==> config.mk <==
export PLATFORM = sky130hd
export DESIGN_NAME = fp_log_instruction_unit
export DESIGN_NICKNAME = d
export VERILOG_FILES = /design/src/fp_log_pkg.sv /design/src/fp_log_instruction_unit.sv
export SDC_FILE = /design/constraint.sdc
export NUM_CORES = 2
export LEC_CHECK = 0
export BUFFER_PORTS_ARGS = -buffer_cell sky130_fd_sc_hd__buf_2
export CORE_MARGIN = 5
export CORE_UTILIZATION = 40
export CTS_BUF_LIST = sky130_fd_sc_hd__clkbuf_16
export DETAILED_ROUTE_END_ITERATION = 16
export HOLD_SLACK_MARGIN = 0.12
export PLACE_DENSITY = 0.66
export SYNTH_ARGS = -nofsm -noshare
export SYNTH_HDL_FRONTEND = slang
export SYNTH_SLANG_ARGS = --single-unit
export TNS_END_PERCENT = 30
==> constraint.sdc <==
create_clock -name clk -period 23.3 [get_ports clk]
set_input_delay 4.66 -clock clk [delete_from_list [all_inputs] [get_ports clk]]
set_output_delay 4.66 -clock clk [all_outputs]
set_load 0.01 [all_outputs]
==> src/fp_log_pkg.sv <==
package fp_log_pkg;

	// apb byte addresses
	localparam logic [7:0] ADDR_CTRL = 8'h00;
	localparam logic [7:0] ADDR_OPWORD = 8'h04;
	localparam logic [7:0] ADDR_EA_DATA = 8'h08;
	localparam logic [7:0] ADDR_FPSR = 8'h0C;
	localparam logic [7:0] ADDR_STATUS = 8'h10;
	localparam logic [2:0] ADDR_FPREG_HI = 3'h1;

	// control register fields and reset values
	localparam int CTRL_ID_LSB = 0;
	localparam int CTRL_PACKED_INEX = 8;
	localparam logic [2:0] OWN_ID_RESET = 3'h1;

	// status register fields
	localparam int STAT_BUSY = 0;
	localparam int STAT_DONE = 1;
	localparam int STAT_REJECT_LSB = 4;

	// fpsr byte positions
	localparam int FPSR_QUOT_LSB = 16;
	localparam int FPSR_EXC_LSB = 8;
	localparam int FPSR_ACC_LSB = 0;

	// exception byte bits
	localparam int EXC_BRANCH_UNORDERED_FLAG = 7;
	localparam int EXC_SIGNALLING_NAN_FLAG = 6;
	localparam int EXC_OPERAND_ERROR_FLAG = 5;
	localparam int EXC_OVERFLOW_FLAG = 4;
	localparam int EXC_UNDERFLOW_FLAG = 3;
	localparam int EXC_DZ = 2;
	localparam int EXC_RESULT_INEXACT_FLAG = 1;
	localparam int EXC_DECIMAL_INPUT_INEXACT_FLAG = 0;

	// operation words
	localparam logic [3:0] LINE_HEADER = 4'hF;
	localparam logic [6:0] OPMODE_LOG2 = 7'h16;
	localparam logic [6:0] OPMODE_LN = 7'h14;

	typedef enum logic [2:0] {
		FMT_LONG, FMT_SINGLE, FMT_EXTENDED, FMT_PACKED,
		FMT_WORD, FMT_DOUBLE, FMT_BYTE, FMT_ILLEGAL
	} src_format_t;

	localparam logic [2:0] EA_DATA_DIRECT = 3'h0;
	localparam logic [2:0] EA_ADDR_DIRECT = 3'h1;
	localparam logic [2:0] EA_SPECIAL = 3'h7;
	localparam logic [2:0] EA_SPECIAL_MAX = 3'h4;

	typedef enum logic [2:0] {
		REJ_NONE, REJ_HEADER, REJ_NOT_OWN, REJ_COMMAND,
		REJ_OPMODE, REJ_FORMAT, REJ_EA
	} reject_t;

	// single precision constants
	localparam logic [31:0] POS_INF = 32'h7F800000;
	localparam logic [31:0] NEG_INF = 32'hFF800000;
	localparam logic [31:0] QUIET_NAN = 32'h7FC00000;
	localparam logic [31:0] QUIET_BIT = 32'h00400000;
	localparam logic [7:0] EXP_BIAS = 8'h7F;
	localparam logic [7:0] EXP_MAX = 8'hFF;
	localparam logic [7:0] FRAC_BIAS = 8'h68;
	localparam logic [15:0] LN2_Q16 = 16'hB172;

endpackage : fp_log_pkg

==> src/fp_log_instruction_unit.sv <==
// Functional notes
// - operand-mode bit 0 is register to register, 1 is operand to register.
// - in operand mode the source specifier is the source data format.
// - in register mode the source specifier names the source fp register.
// - result goes to destination register; equal fields read then overwrite.
// - address mode field decoded in operand mode only; address register direct is refused there.
// - data register direct only for byte, word, long or single formats.
// - three-bit identifier picks the coprocessor; respond to own id only.
// - base-two log converts source, computes log, stores in destination.
// - natural log converts source, computes ln, stores in destination.
// - negative gives NaN, zero gives minus inf, plus inf gives plus inf.
// - operand error flag set when source below zero, else cleared.
// - divide-by-zero flag set when source is zero, else cleared.
// - unordered, overflow and underflow flags always cleared.
// - quotient byte of the status register left unchanged.
// - decimal input inexact follows packed rules, cleared for others.
// - accrued byte gathers current exception flags after each operation.
module fp_log_instruction_unit (
	// clock and reset
	input wire logic clk,
	input wire logic reset,
	// apb slave
	input wire logic psel,
	input wire logic penable,
	input wire logic pwrite,
	input wire logic [7:0] paddr,
	input wire logic [31:0] pwdata,
	output logic [31:0] prdata,
	output logic pready,
	output logic pslverr
);

	typedef enum logic [1:0] {ST_IDLE, ST_FETCH, ST_EXEC} state_t;

	// integer or fixed point magnitude to single precision, truncating
	function automatic logic [31:0] to_single(input logic neg,
		input logic [31:0] mag, input logic [7:0] bias);
		logic [31:0] norm;
		logic [4:0] msb;
		msb = 5'h0;
		for (int i = 0; i < 32; i++) begin
			if (mag[i]) begin
				msb = 5'(i);
			end
		end
		norm = mag << (5'h1F - msb);
		if (mag == 32'h0) begin
			to_single = 32'h0;
		end else begin
			to_single = {neg, 8'({3'h0, msb} + bias), norm[30:8]};
		end
	endfunction : to_single

	state_t state_reg, state_next;
	logic [2:0] own_id_reg, own_id_next;
	logic packed_inex_reg, packed_inex_next;
	logic [15:0] first_reg, first_next;
	logic [15:0] cmd_reg, cmd_next;
	logic [31:0] ea_data_reg, ea_data_next;
	logic [31:0] fpsr_reg, fpsr_next;
	logic [31:0] src_reg, src_next;
	logic [2:0] reject_reg, reject_next;
	logic done_reg, done_next;
	logic [31:0] fp_reg [8];
	logic [31:0] fp_next [8];
	logic [31:0] prdata_reg, prdata_next;
	logic pready_reg, pready_next;
	logic pslverr_reg, pslverr_next;

	logic setup, wr_en, is_fpreg, mapped;
	logic [31:0] rd_mux;
	logic rm;
	logic [2:0] spec, dst, ea_mode, ea_reg;
	logic [6:0] opmode;
	fp_log_pkg::reject_t reject;
	logic [31:0] conv;
	logic s_neg, s_nan, s_inf, s_zero;
	logic [32:0] fx;
	logic [31:0] mag;
	logic [47:0] ln_prod;
	logic [31:0] result;
	logic [7:0] exc, acc;
	localparam int FPSR_TOP = fp_log_pkg::FPSR_EXC_LSB + 8;

	assign prdata = prdata_reg;
	assign pready = pready_reg;
	assign pslverr = pslverr_reg;

	// field split shared by decode and execute
	assign rm = cmd_reg[14];
	assign spec = cmd_reg[12:10];
	assign dst = cmd_reg[9:7];
	assign opmode = cmd_reg[6:0];
	assign ea_mode = first_reg[5:3];
	assign ea_reg = first_reg[2:0];

	// decode check; first failure found is reported
	always_comb begin
		reject = fp_log_pkg::REJ_NONE;
		if (first_reg[15:12] != fp_log_pkg::LINE_HEADER ||
			first_reg[8:6] != 3'h0) begin
			reject = fp_log_pkg::REJ_HEADER;
		end else if (first_reg[11:9] != own_id_reg) begin
			reject = fp_log_pkg::REJ_NOT_OWN;
		end else if (cmd_reg[15] || cmd_reg[13]) begin
			reject = fp_log_pkg::REJ_COMMAND;
		end else if (opmode != fp_log_pkg::OPMODE_LOG2 &&
			opmode != fp_log_pkg::OPMODE_LN) begin
			reject = fp_log_pkg::REJ_OPMODE;
		// address field only checked in operand mode
		end else if (rm) begin
			if (spec == fp_log_pkg::FMT_ILLEGAL) begin
				reject = fp_log_pkg::REJ_FORMAT;
			end else if (ea_mode == fp_log_pkg::EA_ADDR_DIRECT ||
				(ea_mode == fp_log_pkg::EA_SPECIAL &&
				ea_reg > fp_log_pkg::EA_SPECIAL_MAX)) begin
				reject = fp_log_pkg::REJ_EA;
			end else if (ea_mode == fp_log_pkg::EA_DATA_DIRECT &&
				spec != fp_log_pkg::FMT_BYTE &&
				spec != fp_log_pkg::FMT_WORD &&
				spec != fp_log_pkg::FMT_LONG &&
				spec != fp_log_pkg::FMT_SINGLE) begin
				reject = fp_log_pkg::REJ_EA;
			end
		end
	end

	// source conversion; wide real formats arrive already narrowed
	always_comb begin
		conv = ea_data_reg;
		unique case (spec)
			fp_log_pkg::FMT_LONG:
				conv = to_single(ea_data_reg[31], ea_data_reg[31] ?
					32'(-ea_data_reg) : ea_data_reg, fp_log_pkg::EXP_BIAS);
			fp_log_pkg::FMT_WORD:
				conv = to_single(ea_data_reg[15], ea_data_reg[15] ?
					32'(-{{16{1'b1}}, ea_data_reg[15:0]}) :
					{16'h0, ea_data_reg[15:0]}, fp_log_pkg::EXP_BIAS);
			fp_log_pkg::FMT_BYTE:
				conv = to_single(ea_data_reg[7], ea_data_reg[7] ?
					32'(-{{24{1'b1}}, ea_data_reg[7:0]}) :
					{24'h0, ea_data_reg[7:0]}, fp_log_pkg::EXP_BIAS);
			default:
				conv = ea_data_reg;
		endcase
	end

	// log datapath; linear mantissa estimate trades accuracy for area
	always_comb begin
		s_neg = src_reg[31];
		s_nan = src_reg[30:23] == fp_log_pkg::EXP_MAX && src_reg[22:0] != 0;
		s_inf = src_reg[30:23] == fp_log_pkg::EXP_MAX && src_reg[22:0] == 0;
		// subnormals flush to zero
		s_zero = src_reg[30:23] == 8'h00;
		fx = {2'h0, src_reg[30:0]} - {2'h0, fp_log_pkg::EXP_BIAS, 23'h0};
		mag = fx[32] ? 32'(-fx) : fx[31:0];
		ln_prod = mag * fp_log_pkg::LN2_Q16;
		exc = 8'h00;
		result = to_single(fx[32], mag, fp_log_pkg::FRAC_BIAS);
		exc[fp_log_pkg::EXC_RESULT_INEXACT_FLAG] = src_reg[22:0] != 0;
		if (opmode == fp_log_pkg::OPMODE_LN) begin
			result = to_single(fx[32], ln_prod[47:16], fp_log_pkg::FRAC_BIAS);
			exc[fp_log_pkg::EXC_RESULT_INEXACT_FLAG] = fx != 0;
		end
		if (s_nan) begin
			result = src_reg | fp_log_pkg::QUIET_BIT;
			exc[fp_log_pkg::EXC_SIGNALLING_NAN_FLAG] = !src_reg[22];
			exc[fp_log_pkg::EXC_RESULT_INEXACT_FLAG] = 1'b0;
		end else if (s_zero) begin
			result = fp_log_pkg::NEG_INF;
			exc[fp_log_pkg::EXC_DZ] = 1'b1;
			exc[fp_log_pkg::EXC_RESULT_INEXACT_FLAG] = 1'b0;
		end else if (s_neg) begin
			result = fp_log_pkg::QUIET_NAN;
			exc[fp_log_pkg::EXC_OPERAND_ERROR_FLAG] = 1'b1;
			exc[fp_log_pkg::EXC_RESULT_INEXACT_FLAG] = 1'b0;
		end else if (s_inf) begin
			result = fp_log_pkg::POS_INF;
			exc[fp_log_pkg::EXC_RESULT_INEXACT_FLAG] = 1'b0;
		end
		// unordered, overflow, underflow stay zero from above
		exc[fp_log_pkg::EXC_BRANCH_UNORDERED_FLAG] = 1'b0;
		exc[fp_log_pkg::EXC_DECIMAL_INPUT_INEXACT_FLAG] = rm && spec == fp_log_pkg::FMT_PACKED &&
			packed_inex_reg;
		acc = fpsr_reg[7:0];
		acc[7] = acc[7] | exc[fp_log_pkg::EXC_BRANCH_UNORDERED_FLAG] |
			exc[fp_log_pkg::EXC_SIGNALLING_NAN_FLAG] | exc[fp_log_pkg::EXC_OPERAND_ERROR_FLAG];
		acc[6] = acc[6] | exc[fp_log_pkg::EXC_OVERFLOW_FLAG];
		acc[5] = acc[5] | (exc[fp_log_pkg::EXC_UNDERFLOW_FLAG] &
			exc[fp_log_pkg::EXC_RESULT_INEXACT_FLAG]);
		acc[4] = acc[4] | exc[fp_log_pkg::EXC_DZ];
		acc[3] = acc[3] | exc[fp_log_pkg::EXC_RESULT_INEXACT_FLAG] |
			exc[fp_log_pkg::EXC_DECIMAL_INPUT_INEXACT_FLAG] | exc[fp_log_pkg::EXC_OVERFLOW_FLAG];
	end

	// apb decode and read mux
	always_comb begin
		setup = psel && !penable;
		wr_en = psel && penable && pready_reg && pwrite && !pslverr_reg;
		is_fpreg = paddr[7:5] == fp_log_pkg::ADDR_FPREG_HI &&
			paddr[1:0] == 2'h0;
		mapped = 1'b1;
		rd_mux = 32'h0;
		if (is_fpreg) begin
			rd_mux = fp_reg[paddr[4:2]];
		end else begin
			unique case (paddr)
				fp_log_pkg::ADDR_CTRL: begin
					rd_mux[fp_log_pkg::CTRL_ID_LSB +: 3] = own_id_reg;
					rd_mux[fp_log_pkg::CTRL_PACKED_INEX] = packed_inex_reg;
				end
				fp_log_pkg::ADDR_OPWORD: rd_mux = {first_reg, cmd_reg};
				fp_log_pkg::ADDR_EA_DATA: rd_mux = ea_data_reg;
				fp_log_pkg::ADDR_FPSR: rd_mux = fpsr_reg;
				fp_log_pkg::ADDR_STATUS: begin
					rd_mux[fp_log_pkg::STAT_BUSY] = state_reg != ST_IDLE;
					rd_mux[fp_log_pkg::STAT_DONE] = done_reg;
					rd_mux[fp_log_pkg::STAT_REJECT_LSB +: 3] = reject_reg;
				end
				default: mapped = 1'b0;
			endcase
		end
		pready_next = setup;
		pslverr_next = setup && !mapped;
		prdata_next = (setup && !pwrite && mapped) ? rd_mux : 32'h0;
	end

	// register and sequencer next values
	always_comb begin
		state_next = state_reg;
		own_id_next = own_id_reg;
		packed_inex_next = packed_inex_reg;
		first_next = first_reg;
		cmd_next = cmd_reg;
		ea_data_next = ea_data_reg;
		fpsr_next = fpsr_reg;
		src_next = src_reg;
		reject_next = reject_reg;
		done_next = done_reg;
		fp_next = fp_reg;
		if (wr_en) begin
			if (is_fpreg) begin
				fp_next[paddr[4:2]] = pwdata;
			end
			unique case (paddr)
				fp_log_pkg::ADDR_CTRL: begin
					own_id_next = pwdata[fp_log_pkg::CTRL_ID_LSB +: 3];
					packed_inex_next = pwdata[fp_log_pkg::CTRL_PACKED_INEX];
				end
				fp_log_pkg::ADDR_OPWORD: begin
					// a new operation is only taken while idle
					if (state_reg == ST_IDLE) begin
						first_next = pwdata[31:16];
						cmd_next = pwdata[15:0];
						done_next = 1'b0;
						reject_next = fp_log_pkg::REJ_NONE;
						state_next = ST_FETCH;
					end
				end
				fp_log_pkg::ADDR_EA_DATA: ea_data_next = pwdata;
				fp_log_pkg::ADDR_FPSR: fpsr_next = pwdata;
				default: begin
				end
			endcase
		end
		unique case (state_reg)
			ST_IDLE: begin
			end
			ST_FETCH: begin
				reject_next = reject;
				src_next = rm ? conv : fp_reg[spec];
				done_next = reject != fp_log_pkg::REJ_NONE;
				state_next = done_next ? ST_IDLE : ST_EXEC;
			end
			ST_EXEC: begin
				fp_next[dst] = result;
				fpsr_next = {fpsr_reg[31:FPSR_TOP], exc, acc};
				done_next = 1'b1;
				state_next = ST_IDLE;
			end
		endcase
	end

	always_ff @(posedge clk) begin
		if (reset) begin
			state_reg <= ST_IDLE;
			own_id_reg <= fp_log_pkg::OWN_ID_RESET;
			packed_inex_reg <= 1'b0;
			first_reg <= 16'h0000;
			cmd_reg <= 16'h0000;
			ea_data_reg <= 32'h00000000;
			fpsr_reg <= 32'h00000000;
			src_reg <= 32'h00000000;
			reject_reg <= fp_log_pkg::REJ_NONE;
			done_reg <= 1'b0;
			for (int i = 0; i < 8; i++) begin
				fp_reg[i] <= 32'h00000000;
			end
			prdata_reg <= 32'h00000000;
			pready_reg <= 1'b0;
			pslverr_reg <= 1'b0;
		end else begin
			state_reg <= state_next;
			own_id_reg <= own_id_next;
			packed_inex_reg <= packed_inex_next;
			first_reg <= first_next;
			cmd_reg <= cmd_next;
			ea_data_reg <= ea_data_next;
			fpsr_reg <= fpsr_next;
			src_reg <= src_next;
			reject_reg <= reject_next;
			done_reg <= done_next;
			fp_reg <= fp_next;
			prdata_reg <= prdata_next;
			pready_reg <= pready_next;
			pslverr_reg <= pslverr_next;
		end
	end

endmodule : fp_log_instruction_unit

Word level (Yosys, flattened, before mapping)
Cells that the tools add are included.

Bits in registers: 428. Input bits: 45. Logic and storage cells: 383.

$add $sub $neg: 15. $mul: 1. $lt $le $gt $ge: 6. Equality and inequality tests: 22. Shifts and indexed selects: 5. Multiplexer cells: 235. Bitwise logic cells: 10. Reduce and logical (&&, ||, !) cells: 66.

Operator list (count): $mux W5 (154); $mux W256 (3); $mux W32 (22); $bwmux W256 (2); $bmux W32 S3 (2); $demux W32 S3 (2); $logic_not A32 Y1 (5); $shl A32 B5 Y31 (5); $neg A32 Y32 (4); $pmux W32 S3 (1); $pmux W23 S3 (1); $mul A32 B15 Y47 const B (1); $mux W15 (3); $add A5 B7 Y8 const B (5); $mux W3 (12); $reduce_bool A33 Y1 (1); $sub A31 B30 Y32 const B (1); $sub A5 B5 Y5 const A (5); $logic_not A23 Y1 (1); $reduce_bool A23 Y1 (1); $logic_and A1 B1 Y1 (21); $mux W1 (21); $reduce_bool A3 Y1 (6); $eq A8 B4 Y1 const B (2); 37 further kinds (79).

Logic depth before layout (Yosys ltp)
Word-level depth: 46. Depth in mapped cells: 42. Depth with buffers taken out: 35.

Least setup slack after synthesis
No wires, ideal clock.

Path kind: register to register. Start point: register src_reg[24]. End point: register fp_reg[237] (netlist name). Arrival: 9.734 ns. Data required time: 23.164 ns. Path slack: 13.430 ns. Stages on the path, launching flop included: 36. Buffers on the path: 6. Path through: dfxtp_1 ha_1 nand3_1 o21ai_0 clkbuf_1 clkbuf_1 nor2_1 xnor2_1 inv_1 fa_1 fa_1 ha_1 fa_1 fa_1 ha_1 ha_1 clkbuf_1 nand4_1 nor4_1 mux2i_1 and3_1 clkbuf_1 a21oi_2 o21ai_0 xnor2_1 a211oi_2 or3_1 buf_2 a21oi_4 buf_6 mux2i_1 mux2i_1 a211oi_1 a2111oi_4 a211oi_4 a211oi_2.

Word-level cells in the longest chain between the ends: 45.

Ends and longest elaborated chain: start, declared (RTL line fp_log_instruction_unit.sv:61) `logic [31:0] src_reg, src_next;`; start signal, assigned (RTL line fp_log_instruction_unit.sv:310) `src_reg <= src_next;`; parallel branches: the longest is 42 deep, another holds $mul A32 B15 Y47; $mux W32 (*) (RTL line fp_log_instruction_unit.sv:165) `if (s_nan) begin`; $bwmux W256 (*) (RTL line fp_log_instruction_unit.sv:276) `fp_next[dst] = result;`; $mux W256 (*) (RTL line fp_log_instruction_unit.sv:266) `unique case (state_reg)`; end signal, assigned (RTL line fp_log_instruction_unit.sv:313) `fp_reg <= fp_next;`; end, declared (RTL line fp_log_instruction_unit.sv:64) `logic [31:0] fp_reg [8];`.

Mark *: on every way between the ends. The select of a mux whose other input is x is not followed. A chain may end at the register's enable or synchronous reset.

Final worst setup path
Start point: register src_reg[23]. End point: register fp_reg[238] (netlist name).

Same word-level chain as after synthesis.

==> impl_metrics.yaml <==
run_status:
  outcome: "finished clean"
synth:
  yosys-top-cells-area: "dfxtp_1, fa_1, mux4_2"
  synthFlopType: "dfxtp_1"
  synthSimpleGateAreaFrac: 0.180
  ys_types: 114
  yosysSeqAreaShare: 0.202
  synthesis.instances: 5175
  synth_compound_area_frac: 0.232
  synthMostInstantiatedCell: "nand2_1"
  synth_fa_ha_area_frac: 0.138
  synth.top_cell.area_share: 0.202
  synth_seq_cells: 428
  avgSynthCellArea_um2: 8.21
  async_flop_share: 0
  ys_top_cells_by_count: "nand2_1, dfxtp_1, clkbuf_1"
  yosysTopAreaCell: "dfxtp_1"
  synth_warnings: 0
  synthMuxAreaShare: 0.157
  synth_xor_xnor_area_share: 0.0270
  synth-edff-count: 0
  syn-cell-area_mm2: 0.0425
  synth_top_family_by_area: "compound AO/OA/AOI/OAI gates"
detailed_routing:
  drt_iter0_drc: 5517
  antenna_left: 0
  wire_per_inst_um: 26.1
  drt_wl_total_um: 167000
  num_vias: 41737
  routed_via_density: 6.51
  drc_errors: 0
  first_pass_iters: 6
timing:
  worstMarginPinSlew_ns: 1.36
  slew-limit-headroom: 0.0910
  finalHoldViolCount: 0
  rsz0062_at_grt: "no"
  maxSlewViolCount: 0
  fin_crit_sh: 0.510
  period_needed_ns: 11.89
  finClkSkew_ns: 0.0261
  setup_tns_ns: 0
  setup_viol: 0
  max_clock_freq_mhz: 84.1
finish:
  largest_register_ff_count: 256
  seq_area_mm2: 0.00858
  layout-drive-gt1-share: 0.117
  finalNonFillerCells: 6413
  areaGrowthSynthToFinish_pct: 6.83
  finalNetCount: 5403
  multi_input_area_mm2: 0.0315
  nFillCells: 10541
worst_setup_path:
  end_kind: "flip-flop"
  required_ns: 23.80
  crit_slowest_cell: "a2111oi_1"
  cp_max_fo: 15
  critPathKind: "flip-flop to flip-flop"
  cp_top_family: "compound AO/OA/AOI/OAI gates"
  path_buf_inv: 3
  slowest_delay_ns: 0.88
  critPathLaunchType: "flip-flop"
  crit_arrival_ns: 12.39
clock_tree:
  cts_sinks: 428
  cts-htree-levels: 2
  clock_latency_ns: 0.61
  clk_pin_slew_ns: 0.07
  cts.path.max_buffers: 3
  numCtsBuffers: 44
  ctsResizeCount: 0
  cts_tree: "yes"
  cts_hold_buffers: 0
  cts_root_buffer: "clkbuf_16"
  post_cts_buffers: 0
flow_run:
  drv_cap: 0
global_route:
  grt_first_pass_wirelength_um: 251000
  grt_pass1_vias: 39873
  grt_max_degree: 101
  overflow: 0
  grtUsageTotal: 0.284
  grt_antenna_before_repair: 15
power_and_ir_drop:
  p_sw_mw: 0.486
  ir_worst_vdd_v: 0.0000561
  switching_share: 0.292
  power_density_mw_per_mm2: 36.7
  p_int_mw: 1.18
  pwr-share-clk: 0.418
  seq_power_share: 0.439
  power_frac_comb: 0.143
  p_leak_nw: 17.3
floorplan:
  rows: 119
  num_io_pins: 79
  start_util: 0.403
  dieArea_mm2: 0.113
  die_h_um: 336
  die_w_um: 336
  core_area_mm2: 0.105
placement:
  port_buffers: 78
  place.gp.congestion: 1.01
  dp.cells: 6329
  hpwl_um: 121000
worst_hold_path:
  hold_path_class: "flip-flop to flip-flop"
[path summary, 6_finish.rpt]
path | from | to | slack [ns] | cells after the start
setup / recovery | src_reg[23]$_SDFFE_PP0P_ | fp_reg[238]$_SDFF_PP0_ | 11.41 | 31
hold / removal | fpsr_reg[17]$_SDFFE_PP0P_ | fpsr_reg[17]$_SDFFE_PP0P_ | 0.46 | 2
setup reg to reg | src_reg[23]$_SDFFE_PP0P_ | fp_reg[238]$_SDFF_PP0_ | 11.41 | 31
hold reg to reg | fpsr_reg[17]$_SDFFE_PP0P_ | fpsr_reg[17]$_SDFFE_PP0P_ | 0.46 | 2
[layer usage]
metal / GRT usage / wire [µm] / up-vias
met1: 0.376 / 66700 / 20163
met4: 0.162 / 11800 / 20
met2: 0.431 / 71400 / 2489
li1: - / - / 18517
met5: 0 / 117 / -
met3: 0.0600 / 17100 / 548
[kinds of logic after synthesis]
logic type               after synthesis
AO/OA/AOI/OAI                       1398
XOR/XNOR                             130
adder cells (fa/ha/maj)              374
buffers and inverters                703
flip-flops                           428
multiplexers                         488
other                                  2
AND/OR/NAND/NOR                     1652
[placed cells by master (no fill, tap or decap), types with 45 or more instances in the layout]
cell | Yosys | layout
a211oi_1 | 294 | 294
a21oi_1 | 335 | 333
a31oi_1 | 52 | 50
buf_2 | 31 | 75
buf_4 | 1 | 106
clkbuf_16 | 0 | 45
dfxtp_1 | 428 | 425
fa_1 | 158 | 158
ha_1 | 216 | 216
inv_1 | 265 | 275
mux2_2 | 78 | 78
mux2i_1 | 273 | 273
mux4_2 | 136 | 136
nand2_1 | 695 | 695
nand3_1 | 142 | 137
nor2_1 | 326 | 311
nor2b_1 | 128 | 127
nor3_1 | 89 | 84
o21ai_0 | 166 | 165
xnor2_1 | 70 | 70
xor2_1 | 59 | 58
[through the flow]
step           utilization  hold slack (ns)  instance area [µm²]  setup WS, ns  power [mW]
6_report             0.431            0.455                45400         11.41        1.67
5_1_grt              0.430            0.473                45400         10.86        1.71
4_1_cts              0.430            0.453                45400         11.80        1.66
3_5_place_dp         0.417            0.445                44000         11.82       0.978
3_3_place_gp         0.417            0.439                44000         11.52       0.979
2_1_floorplan            -            0.432                42500         13.43       0.919
[cell type report]
cell class | instances | area share
clock buffer | 45 | 0.0248
tap | 1391 | 0.0383
inverter | 274 | 0.0227
multi-input combinational | 4053 | 0.693
timing repair buffer | 183 | 0.0264
sequential | 428 | 0.189
clock inverter | 34 | 0.00535
antenna | 5 | 0.000276
[worst register-to-register path, delay by kind of cell (launching register included)]
kind	cells	cell delay, ns
AO/OA/AOI/OAI	14	5.00
AND/OR/NAND/NOR	4	1.62
flip-flops	1	0.50
XOR/XNOR	1	0.23
buffers and inverters	3	0.57
adder cells (fa/ha/maj)	8	3.46
multiplexers	1	0.44
[power by group through the flow]
stage          registers [mW]  logic, mW  clock network, mW
4_1_cts                 0.731      0.231              0.701
3_3_place_gp            0.748      0.231                  0
6_report                0.731      0.239              0.696
3_5_place_dp            0.748      0.230                  0
2_1_floorplan           0.748      0.171                  0
5_1_grt                 0.731      0.253              0.729
Note: power is estimated with default switching activity, not from simulation.
